**src/common/bfpf_defines.svh**
```systemverilog
// Constants for the bidirectional two-queue buffer with partial flags.
// Included by the package and by the checker; definitions only.
`ifndef BFPF_DEFINES_SVH
`define BFPF_DEFINES_SVH

// ----------------------------------------------------------------
// Widths and depths
// ----------------------------------------------------------------
`define BFPF_DW 36
`define BFPF_DEPTH 16
`define BFPF_CNT_W 5
`define BFPF_THR_W 7
`define BFPF_NTHR 4
`define BFPF_SER_BITS 28
`define BFPF_SER_CNT_W 5

// ----------------------------------------------------------------
// Threshold slots and defaults
// ----------------------------------------------------------------
`define BFPF_T_A_EMPTY 2'h0
`define BFPF_T_A_FULL 2'h1
`define BFPF_T_B_EMPTY 2'h2
`define BFPF_T_B_FULL 2'h3
`define BFPF_OFS_8 7'h08
`define BFPF_OFS_16 7'h10
`define BFPF_OFS_64 7'h40
`define BFPF_SEL_8 2'h0
`define BFPF_SEL_16 2'h1
`define BFPF_SEL_64 2'h2
// Straps need three sampler stages plus one filter stall to settle
`define BFPF_STRAP_WAIT 3'h6
// Reset flag state: near-empty low, near-full high, both sides
`define BFPF_FLAG_RST 4'b1010

// ----------------------------------------------------------------
// Register map (word indices, matched against adr[4:2] of the byte address)
// ----------------------------------------------------------------
`define BFPF_REG_A_EMPTY 3'h0
`define BFPF_REG_A_FULL 3'h1
`define BFPF_REG_B_EMPTY 3'h2
`define BFPF_REG_B_FULL 3'h3
`define BFPF_REG_STATUS 3'h4
`define BFPF_ST_FCNT_LSB 0
`define BFPF_ST_RCNT_LSB 8
`define BFPF_ST_FLAG_LSB 16

`endif

```
**src/common/bfpf_pkg.sv**
```systemverilog
// Types shared by the buffer design.
// Assumes bfpf_defines.svh is on the include path.
`include "bfpf_defines.svh"

package bfpf_pkg;
  // One side's pin group, carried through the synchroniser together
  typedef struct packed {
    logic clk;
    logic wr;
    logic rd;
    logic ld;
    logic sd;
    logic serial_program_select;
    logic fs0;
    logic fs1;
    logic [`BFPF_DW-1:0] data;
  } bfpf_pins_s;

  typedef logic [`BFPF_THR_W-1:0] bfpf_thr_t;
endpackage

```
**src/design/bfpf_top.sv**
```systemverilog
// Bidirectional two-queue buffer with programmable partial flags.
// Assumes one 10 MHz clk_i; side clocks and pins arrive asynchronously
// and are sampled; software reaches thresholds over classic Wishbone.
`timescale 1ns/1ns

// ----------------------------------------------------------------
// FIFO with valid/ready on both sides
// ----------------------------------------------------------------
module bfpf_fifo #(
  parameter int W = 36,
  parameter int D = 16,
  parameter int CW = 5
) (
  // Clock and reset
  input wire logic clk_i,
  input wire logic rst_i,
  // Fill side
  input wire logic in_valid_i,
  output logic in_ready_o,
  input wire logic [W-1:0] in_data_i,
  // Drain side
  output logic out_valid_o,
  input wire logic out_ready_i,
  output logic [W-1:0] out_data_o,
  // Fill level
  output logic [CW-1:0] count_o
);
  localparam int AW = $clog2(D);
  logic [W-1:0] mem_q [D];
  logic [AW-1:0] wp_q, wp_d, rp_q, rp_d;
  logic [CW-1:0] cnt_q, cnt_d;
  logic push, pop;

  assign in_ready_o = (cnt_q != CW'(D));
  assign out_valid_o = (cnt_q != '0);
  assign out_data_o = mem_q[rp_q];
  assign count_o = cnt_q;
  assign push = in_valid_i & in_ready_o;
  assign pop = out_valid_o & out_ready_i;

  // Pointer and level update; wrap relies on D being a power of two
  always_comb begin
    wp_d = push ? AW'(wp_q + 1'b1) : wp_q;
    rp_d = pop ? AW'(rp_q + 1'b1) : rp_q;
    cnt_d = CW'(cnt_q + CW'(push) - CW'(pop));
  end

  always_ff @(posedge clk_i) begin
    if (rst_i) begin
      wp_q <= '0;
      rp_q <= '0;
      cnt_q <= '0;
    end else begin
      wp_q <= wp_d;
      rp_q <= rp_d;
      cnt_q <= cnt_d;
    end
  end

  // Storage holds no reset; only valid words are ever read
  always_ff @(posedge clk_i) begin
    if (push) begin
      mem_q[wp_q] <= in_data_i;
    end
  end
endmodule

// ----------------------------------------------------------------
// Three-flop pin sampler with agreement filter and clock-edge detect
// ----------------------------------------------------------------
module bfpf_pin_sync
  import bfpf_pkg::*;
(
  // Clock and reset
  input wire logic clk_i,
  input wire logic rst_i,
  // Raw pins and filtered result
  input wire bfpf_pins_s pins_i,
  output bfpf_pins_s pins_o,
  output logic edge_o
);
  bfpf_pins_s s1_q, s2_q, s3_q, st_q, st_d;
  logic prev_q, prev_d;

  // A change is taken only once stages two and three agree
  always_comb begin
    st_d = st_q;
    if (s2_q == s3_q) begin
      st_d = s3_q;
    end
    prev_d = st_q.clk;
  end

  always_ff @(posedge clk_i) begin
    if (rst_i) begin
      s1_q <= '0;
      s2_q <= '0;
      s3_q <= '0;
      st_q <= '0;
      prev_q <= 1'b0;
    end else begin
      s1_q <= pins_i;
      s2_q <= s1_q;
      s3_q <= s2_q;
      st_q <= st_d;
      prev_q <= prev_d;
    end
  end

  assign pins_o = st_q;
  assign edge_o = st_q.clk & ~prev_q;
endmodule

// ----------------------------------------------------------------
// Top level
// ----------------------------------------------------------------
module bfpf_top
  import bfpf_pkg::*;
(
  // Clock and reset
  input wire logic clk_i,
  input wire logic rst_i,
  // Side A pins
  input wire logic side_a_clock_i,
  input wire logic side_a_wr_i,
  input wire logic side_a_rd_i,
  input wire logic side_a_load_i,
  input wire logic [`BFPF_DW-1:0] side_a_data_bus_i,
  output logic [`BFPF_DW-1:0] side_a_data_bus_o,
  output logic side_a_data_bus_oe_o,
  output logic side_a_ready_o,
  output logic side_a_near_empty_flag_o,
  output logic side_a_near_full_flag_o,
  // Configuration pins
  input wire logic serial_offset_input_i,
  input wire logic serial_program_select_i,
  input wire logic default_offset_select_low_i,
  input wire logic default_offset_select_high_i,
  // Side B pins
  input wire logic side_b_clock_i,
  input wire logic side_b_wr_i,
  input wire logic side_b_rd_i,
  input wire logic [`BFPF_DW-1:0] side_b_data_bus_i,
  output logic [`BFPF_DW-1:0] side_b_data_bus_o,
  output logic side_b_data_bus_oe_o,
  output logic side_b_ready_o,
  output logic side_b_near_empty_flag_o,
  output logic side_b_near_full_flag_o,
  // Wishbone slave
  input wire logic wb_cyc_i,
  input wire logic wb_stb_i,
  input wire logic wb_we_i,
  input wire logic [4:0] wb_adr_i,
  input wire logic [3:0] wb_sel_i,
  input wire logic [31:0] wb_dat_i,
  output logic [31:0] wb_dat_o,
  output logic wb_ack_o
);
  bfpf_pins_s a_raw, b_raw, a_p, b_p;
  logic a_edge, b_edge;
  logic f_in_rdy, f_out_vld, r_in_rdy, r_out_vld;
  logic [`BFPF_DW-1:0] f_head, r_head;
  logic [`BFPF_CNT_W-1:0] f_cnt, r_cnt;
  logic f_push, f_pop, r_push, r_pop;

  // Pin groups sampled as one struct per side
  assign a_raw = '{clk: side_a_clock_i, wr: side_a_wr_i, rd: side_a_rd_i,
                   ld: side_a_load_i, sd: serial_offset_input_i,
                   serial_program_select: serial_program_select_i,
                   fs0: default_offset_select_low_i,
                   fs1: default_offset_select_high_i, data: side_a_data_bus_i};
  assign b_raw = '{clk: side_b_clock_i, wr: side_b_wr_i, rd: side_b_rd_i,
                   ld: 1'b0, sd: 1'b0, serial_program_select: 1'b0, fs0: 1'b0, fs1: 1'b0,
                   data: side_b_data_bus_i};

  bfpf_pin_sync u_sync_a (
    .clk_i(clk_i), .rst_i(rst_i), .pins_i(a_raw), .pins_o(a_p), .edge_o(a_edge)
  );
  bfpf_pin_sync u_sync_b (
    .clk_i(clk_i), .rst_i(rst_i), .pins_i(b_raw), .pins_o(b_p), .edge_o(b_edge)
  );

  // ----------------------------------------------------------------
  // Queues: forward A->B, return B->A
  // ----------------------------------------------------------------
  // A load cycle on side A is not a data write
  assign f_push = a_edge & a_p.wr & ~a_p.ld;
  assign f_pop = b_edge & b_p.rd & f_out_vld;
  assign r_push = b_edge & b_p.wr;
  assign r_pop = a_edge & a_p.rd & r_out_vld;

  bfpf_fifo #(.W(`BFPF_DW), .D(`BFPF_DEPTH), .CW(`BFPF_CNT_W)) u_fwd (
    .clk_i(clk_i), .rst_i(rst_i),
    .in_valid_i(f_push), .in_ready_o(f_in_rdy), .in_data_i(a_p.data),
    .out_valid_o(f_out_vld), .out_ready_i(f_pop), .out_data_o(f_head),
    .count_o(f_cnt)
  );
  bfpf_fifo #(.W(`BFPF_DW), .D(`BFPF_DEPTH), .CW(`BFPF_CNT_W)) u_ret (
    .clk_i(clk_i), .rst_i(rst_i),
    .in_valid_i(r_push), .in_ready_o(r_in_rdy), .in_data_i(b_p.data),
    .out_valid_o(r_out_vld), .out_ready_i(r_pop), .out_data_o(r_head),
    .count_o(r_cnt)
  );

  // ----------------------------------------------------------------
  // Data ports: read word held until the next read
  // ----------------------------------------------------------------
  logic [`BFPF_DW-1:0] a_do_q, a_do_d, b_do_q, b_do_d;
  logic a_oe_q, a_oe_d, b_oe_q, b_oe_d, a_rdy_q, a_rdy_d, b_rdy_q, b_rdy_d;

  always_comb begin
    a_do_d = r_pop ? r_head : a_do_q;
    b_do_d = f_pop ? f_head : b_do_q;
    a_oe_d = a_p.rd;
    b_oe_d = b_p.rd;
    a_rdy_d = f_in_rdy;
    b_rdy_d = r_in_rdy;
  end

  always_ff @(posedge clk_i) begin
    if (rst_i) begin
      a_do_q <= '0;
      b_do_q <= '0;
      a_oe_q <= 1'b0;
      b_oe_q <= 1'b0;
      a_rdy_q <= 1'b0;
      b_rdy_q <= 1'b0;
    end else begin
      a_do_q <= a_do_d;
      b_do_q <= b_do_d;
      a_oe_q <= a_oe_d;
      b_oe_q <= b_oe_d;
      a_rdy_q <= a_rdy_d;
      b_rdy_q <= b_rdy_d;
    end
  end

  // ----------------------------------------------------------------
  // Threshold registers: defaults, side A loading, Wishbone writes
  // ----------------------------------------------------------------
  bfpf_thr_t thr_q [`BFPF_NTHR];
  bfpf_thr_t thr_d [`BFPF_NTHR];
  logic pend_q, pend_d;
  logic [2:0] wait_q, wait_d;
  logic [1:0] pidx_q, pidx_d;
  logic [`BFPF_SER_BITS-1:0] sh_q, sh_d;
  logic [`BFPF_SER_CNT_W-1:0] scnt_q, scnt_d;
  bfpf_thr_t dflt;
  logic wb_hit, wb_wr;

  assign wb_hit = wb_cyc_i & wb_stb_i & ~wb_ack_o;
  // Write lands at the acknowledged edge, while the request still stands
  assign wb_wr = wb_cyc_i & wb_stb_i & wb_ack_o & wb_we_i & wb_sel_i[0];

  always_comb begin
    unique case ({a_p.fs1, a_p.fs0})
      `BFPF_SEL_8: dflt = `BFPF_OFS_8;
      `BFPF_SEL_16: dflt = `BFPF_OFS_16;
      `BFPF_SEL_64: dflt = `BFPF_OFS_64;
      default: dflt = `BFPF_OFS_8;
    endcase
  end

  // Straps are read only after the sampler has settled past reset
  always_comb begin
    thr_d = thr_q;
    pend_d = pend_q;
    wait_d = wait_q;
    pidx_d = pidx_q;
    sh_d = sh_q;
    scnt_d = scnt_q;
    if (pend_q) begin
      if (wait_q == `BFPF_STRAP_WAIT) begin
        for (int i = 0; i < `BFPF_NTHR; i++) begin
          thr_d[i] = dflt;
        end
        pend_d = 1'b0;
      end else begin
        wait_d = 3'(wait_q + 1'b1);
      end
    end else if (a_edge & a_p.ld) begin
      if (a_p.serial_program_select) begin
        // Serial: MSB first, A empty slot arrives first
        sh_d = {sh_q[`BFPF_SER_BITS-2:0], a_p.sd};
        if (scnt_q == `BFPF_SER_CNT_W'(`BFPF_SER_BITS - 1)) begin
          for (int i = 0; i < `BFPF_NTHR; i++) begin
            thr_d[i] = sh_d[`BFPF_THR_W*(`BFPF_NTHR-1-i) +: `BFPF_THR_W];
          end
          scnt_d = '0;
        end else begin
          scnt_d = `BFPF_SER_CNT_W'(scnt_q + 1'b1);
        end
      end else begin
        thr_d[pidx_q] = a_p.data[`BFPF_THR_W-1:0];
        pidx_d = 2'(pidx_q + 1'b1);
      end
    end
    // Software write wins over a pin load in the same cycle
    if (!pend_q && wb_wr && !wb_adr_i[4]) begin
      thr_d[wb_adr_i[3:2]] = wb_dat_i[`BFPF_THR_W-1:0];
    end
  end

  always_ff @(posedge clk_i) begin
    if (rst_i) begin
      for (int i = 0; i < `BFPF_NTHR; i++) begin
        thr_q[i] <= `BFPF_OFS_8;
      end
      pend_q <= 1'b1;
      wait_q <= '0;
      pidx_q <= '0;
      sh_q <= '0;
      scnt_q <= '0;
    end else begin
      thr_q <= thr_d;
      pend_q <= pend_d;
      wait_q <= wait_d;
      pidx_q <= pidx_d;
      sh_q <= sh_d;
      scnt_q <= scnt_d;
    end
  end

  // ----------------------------------------------------------------
  // Partial flags: compare every cycle, two stages on the side's edge
  // ----------------------------------------------------------------
  bfpf_thr_t f_lvl, r_lvl, f_free, r_free;
  logic [3:0] raw; // a_ne, a_nf, b_ne, b_nf; high means not near
  logic [3:0] st1_q, st1_d, st2_q, st2_d;

  always_comb begin
    f_lvl = `BFPF_THR_W'(f_cnt);
    r_lvl = `BFPF_THR_W'(r_cnt);
    f_free = `BFPF_THR_W'(`BFPF_DEPTH - f_cnt);
    r_free = `BFPF_THR_W'(`BFPF_DEPTH - r_cnt);
    raw[0] = r_lvl > thr_q[`BFPF_T_A_EMPTY];
    raw[1] = f_free > thr_q[`BFPF_T_A_FULL];
    raw[2] = f_lvl > thr_q[`BFPF_T_B_EMPTY];
    raw[3] = r_free > thr_q[`BFPF_T_B_FULL];
  end

  // A flags follow side A edges, B flags follow side B edges
  always_comb begin
    st1_d = st1_q;
    st2_d = st2_q;
    if (a_edge) begin
      st1_d[1:0] = raw[1:0];
      st2_d[1:0] = st1_q[1:0];
    end
    if (b_edge) begin
      st1_d[3:2] = raw[3:2];
      st2_d[3:2] = st1_q[3:2];
    end
  end

  // Reset state: queues empty, so near-empty low and near-full high
  always_ff @(posedge clk_i) begin
    if (rst_i) begin
      st1_q <= `BFPF_FLAG_RST;
      st2_q <= `BFPF_FLAG_RST;
    end else begin
      st1_q <= st1_d;
      st2_q <= st2_d;
    end
  end

  // ----------------------------------------------------------------
  // Wishbone answer: ack one cycle after the strobe, zero if unmapped
  // ----------------------------------------------------------------
  logic [31:0] rd_d, rd_q;
  logic ack_d, ack_q;

  // Read word captured on the accepted request and held until the next one
  always_comb begin
    rd_d = rd_q;
    ack_d = wb_hit;
    if (wb_hit) begin
      rd_d = '0;
      if (!wb_adr_i[4]) begin
        rd_d[`BFPF_THR_W-1:0] = thr_q[wb_adr_i[3:2]];
      end else if (wb_adr_i[4:2] == `BFPF_REG_STATUS) begin
        rd_d[`BFPF_ST_FCNT_LSB +: `BFPF_CNT_W] = f_cnt;
        rd_d[`BFPF_ST_RCNT_LSB +: `BFPF_CNT_W] = r_cnt;
        rd_d[`BFPF_ST_FLAG_LSB +: 4] = st2_q;
      end
    end
  end

  always_ff @(posedge clk_i) begin
    if (rst_i) begin
      rd_q <= '0;
      ack_q <= 1'b0;
    end else begin
      rd_q <= rd_d;
      ack_q <= ack_d;
    end
  end

  // Outputs, each from a flip-flop
  assign side_a_data_bus_o = a_do_q;
  assign side_a_data_bus_oe_o = a_oe_q;
  assign side_b_data_bus_o = b_do_q;
  assign side_b_data_bus_oe_o = b_oe_q;
  assign side_a_ready_o = a_rdy_q;
  assign side_b_ready_o = b_rdy_q;
  assign side_a_near_empty_flag_o = st2_q[0];
  assign side_a_near_full_flag_o = st2_q[1];
  assign side_b_near_empty_flag_o = st2_q[2];
  assign side_b_near_full_flag_o = st2_q[3];
  assign wb_dat_o = rd_q;
  assign wb_ack_o = ack_q;
endmodule

```
**config.mk**
```make
export PLATFORM = sky130hd
export DESIGN_NAME = bfpf_top
export DESIGN_NICKNAME = d
export VERILOG_FILES = /design/src/common/bfpf_pkg.sv /design/src/design/bfpf_top.sv
export VERILOG_INCLUDE_DIRS = /design/src /design/src/common
export SDC_FILE = /design/constraint.sdc
export NUM_CORES = 2
export LEC_CHECK = 0
export BUFFER_PORTS_ARGS = -buffer_cell sky130_fd_sc_hd__buf_2
export CAP_MARGIN = 5
export CORE_UTILIZATION = 30
export DETAILED_ROUTE_END_ITERATION = 16
export MAX_ROUTING_LAYER = met4
export SLEW_MARGIN = 5
export SYNTH_ARGS = -nofsm -noshare
export SYNTH_HDL_FRONTEND = slang
export SYNTH_SLANG_ARGS = --single-unit
```
**constraint.sdc**
```tcl
create_clock -name clk_i -period 4.5 [get_ports clk_i]
set_input_delay 0.45 -clock clk_i [delete_from_list [all_inputs] [get_ports clk_i]]
set_output_delay 0.45 -clock clk_i [all_outputs]
set_load 0.02 [all_outputs]
```
==> flow_summary.yaml <==
sta:
  maxSlewViolCount: 0
  max_slew_margin: 0.131
  grt_setup_unrepaired: "no"
  hold_viol: 0
  finalSetupViolCount: 0
  worstMarginPinSlew_ns: 1.30
  skew_ns: 0.0598
  period_minus_slack_ns: 3.64
  period_share: 0.808
  hold_ws_ns: 0.115
  setup_tns_ns: 0
  max_freq_mhz: 275
power:
  p_leak_nw: 25.3
  max-vdd-ir-drop_mv: 0.355
  power_per_cell_area_mw_per_mm2: 416
finish:
  layout_commonest_cell: "edfxtp_1"
  layout_common_cells: "edfxtp_1, dfxtp_1, nor2b_1"
  drive_gt1_frac: 0.205
  area_growth_pct: 17.8
  stdcell_count: 7029
  nets: 4255
job:
  cap_violations: 0
yosys:
  async_reset_ff_frac: 0
  synth_top_family_by_area: "multiplexers"
  synthCells: 3728
  yosys_warnings: 0
  synth_area_per_cell_sq_um: 17.1
  synth-adder-area-share: 0.0133
  synth.distinct_cells: 55
  syn_area_sq_mm: 0.0639
  synth-edff-count: 1152
  synthFlopType: "edfxtp_1"
  synth-simple-area-share: 0.0652
  synth-compound-area-share: 0.0274
  synthXorXnorAreaFrac: 0.0144
  synthMuxAreaShare: 0.152
  ys_ff_latch: 1679
  ys_seq_area_frac: 0.706
global_routing:
  antenna_found_initial: 8
  grt_pass1_vias: 33506
  top_usage_layer: "met2"
  use_met1: 0.189
  grtUsageTotal: 0.143
  grt_max_degree: 113
  grt_overflow: 0
  grt_use_met3: 0.0243
  grt_pass1_wl_um: 224000
  grt_use_met2: 0.227
clock_network:
  h-tree-depth: 4
  path_clk_slew_ns: 0.06
  cts_sinks: 1679
  cts_buffers: 172
  cts_setup_buffers: 0
  cts_buffer_depth: 3
  clk_latency_ns: 0.83
  cts_resized: 0
  cts_root_buffer: "clkbuf_16"
  cts_tree: "done"
floorplan:
  die_w_um: 464
  core_sq_mm: 0.212
  dieArea_sq_mm: 0.215
  ios: 242
  rows: 169
  initial_core_util: 0.302
  die_h_um: 464
placed_design:
  gp_congestion: 0.818
  dp_cells: 6616
  io_buffers: 195
  dp_hpwl_um: 89200
status:
  status: "completed"
route:
  drtIter0Drc: 2774
  post_drt_wl_per_cell_um: 21.6
  first_pass_iters: 5
  num_vias: 33275
  drc_errors: 0
  routed_via_density: 4.73
  wl_um: 152000
  ant_nets: 0
setup_path:
  cp_data_arrival_time_ns: 4.10
  cp-end-kind: "register"
  cp-start-kind: "register"
  worstSetupPathType: "reg2reg"
  required_ns: 4.96
  rr_worst_depth: 8
  worstPathMaxFanout: 17
worst_hold_path:
  hp-class: "in2reg"
  holdPathStages: 2
-- worst max-delay path, cell delays in order, from the launching register on --
cell and delay (ns):
dfxtp_1 0.45, inv_1 0.13, ha_1 0.23, and2_1 0.16, ha_1 0.23, nor4b_4 0.63
nand2_1 0.40, nor2_4 0.69, buf_4 0.37
-- power breakdown --
part           total (mW)  switching (mW)  leakage (nW)  internal, mW
combinational       0.453           0.247          7.47         0.206
clock                14.4            6.10          2.85          8.32
sequential           16.4          0.0653          15.0          16.4
total                31.3            6.41          25.3          24.9
-- layout make-up --
type                    instances  area [sq um]
well taps                    2821          3530
fillers                     19857        137000
clock buffers                 238          4850
flip-flops and latches       1679         45200
clock inverters                80           996
multi-input cells            1790         17800
repair buffers                364          2770
inverters                      52           195
diodes                          5          12.5
-- worst paths after layout --
check                    startpoint                  end  slack, ns
setup reg to reg   u_fwd.count_o[1]  u_fwd.mem_q[10][26]       0.86
hold reg to reg   u_sync_b.s1_q[34]    u_sync_b.s2_q[34]       0.42
setup / recovery   u_fwd.count_o[1]  u_fwd.mem_q[10][26]       0.86
hold / removal                rst_i         wb_dat_o[16]       0.12
-- kinds of logic (layout without fill, tap and decap cells) --
logic type      Yosys count  in the layout
mux                     477            477
flops                  1679           1679
compound gates          278            278
other cells               1             21
buf+inv                 274            734
fa+ha+maj                67             67
simple gates            847            847
xor+xnor                105            105
-- state kept, by name, indices dropped and copies added (netlist names), 28 cells and up --
register           flops
side_a_data_bus_o     36
side_b_data_bus_o     36
thr_q                 28
u_fwd.mem_q          576
u_ret.mem_q          576
u_sync_a.pins_o       43
u_sync_a.s1_q         44
u_sync_a.s2_q         44
u_sync_a.s3_q         44
u_sync_b.pins_o       38
u_sync_b.s1_q         39
u_sync_b.s2_q         39
u_sync_b.s3_q         39
-- per-layer routing --
metal	vias up	wire length, um
li1	14903	-
met1	17292	67400
met2	834	73100
met3	246	7460
met4	0	3960
met5	-	0
-- synth_stat cells, types with 10 or more instances --
cell type | n | share of area
edfxtp_1 | 1152 | 0.54
dfxtp_1 | 527 | 0.17
nor2b_1 | 271 | 0.027
mux4_2 | 270 | 0.095
nand2_1 | 270 | 0.016
nor2_1 | 189 | 0.011
a21oi_1 | 148 | 0.012
clkbuf_1 | 122 | 0.0072
mux2i_1 | 110 | 0.017
mux4_1 | 97 | 0.040
xnor2_1 | 87 | 0.012
ha_1 | 65 | 0.013
a211oi_1 | 58 | 0.0068
inv_1 | 52 | 0.0031
buf_2 | 36 | 0.0028
buf_4 | 29 | 0.0034
nor3_1 | 29 | 0.0023
nand4_1 | 25 | 0.0024
buf_6 | 23 | 0.0041
xor2_1 | 18 | 0.0025
a22oi_1 | 16 | 0.0019
o211a_1 | 16 | 0.0025
or3_1 | 14 | 0.0014
buf_1 | 12 | 0.00070
nand3_1 | 10 | 0.00078
-- metrics by stage --
step / total power, mW / instance area [sq um] / setup slack [ns] / utilization
floorplan: 17.0 / 64000 / 0.791 / -
global placement: 17.2 / 68500 / 0.863 / 0.323
detailed placement: 17.2 / 68500 / 0.787 / 0.323
CTS: 31.7 / 75300 / 0.756 / 0.355
global route: 32.3 / 75300 / 0.662 / 0.355
finish: 31.3 / 75300 / 0.864 / 0.355
-- timing repair --
action / CTS / global route
hold buffers: 90 / 0
hold endpoints to repair: 111 / 0
endpoints found under the setup margin: 0 / 0
No activity file was read; power rests on OpenSTA's default activity.
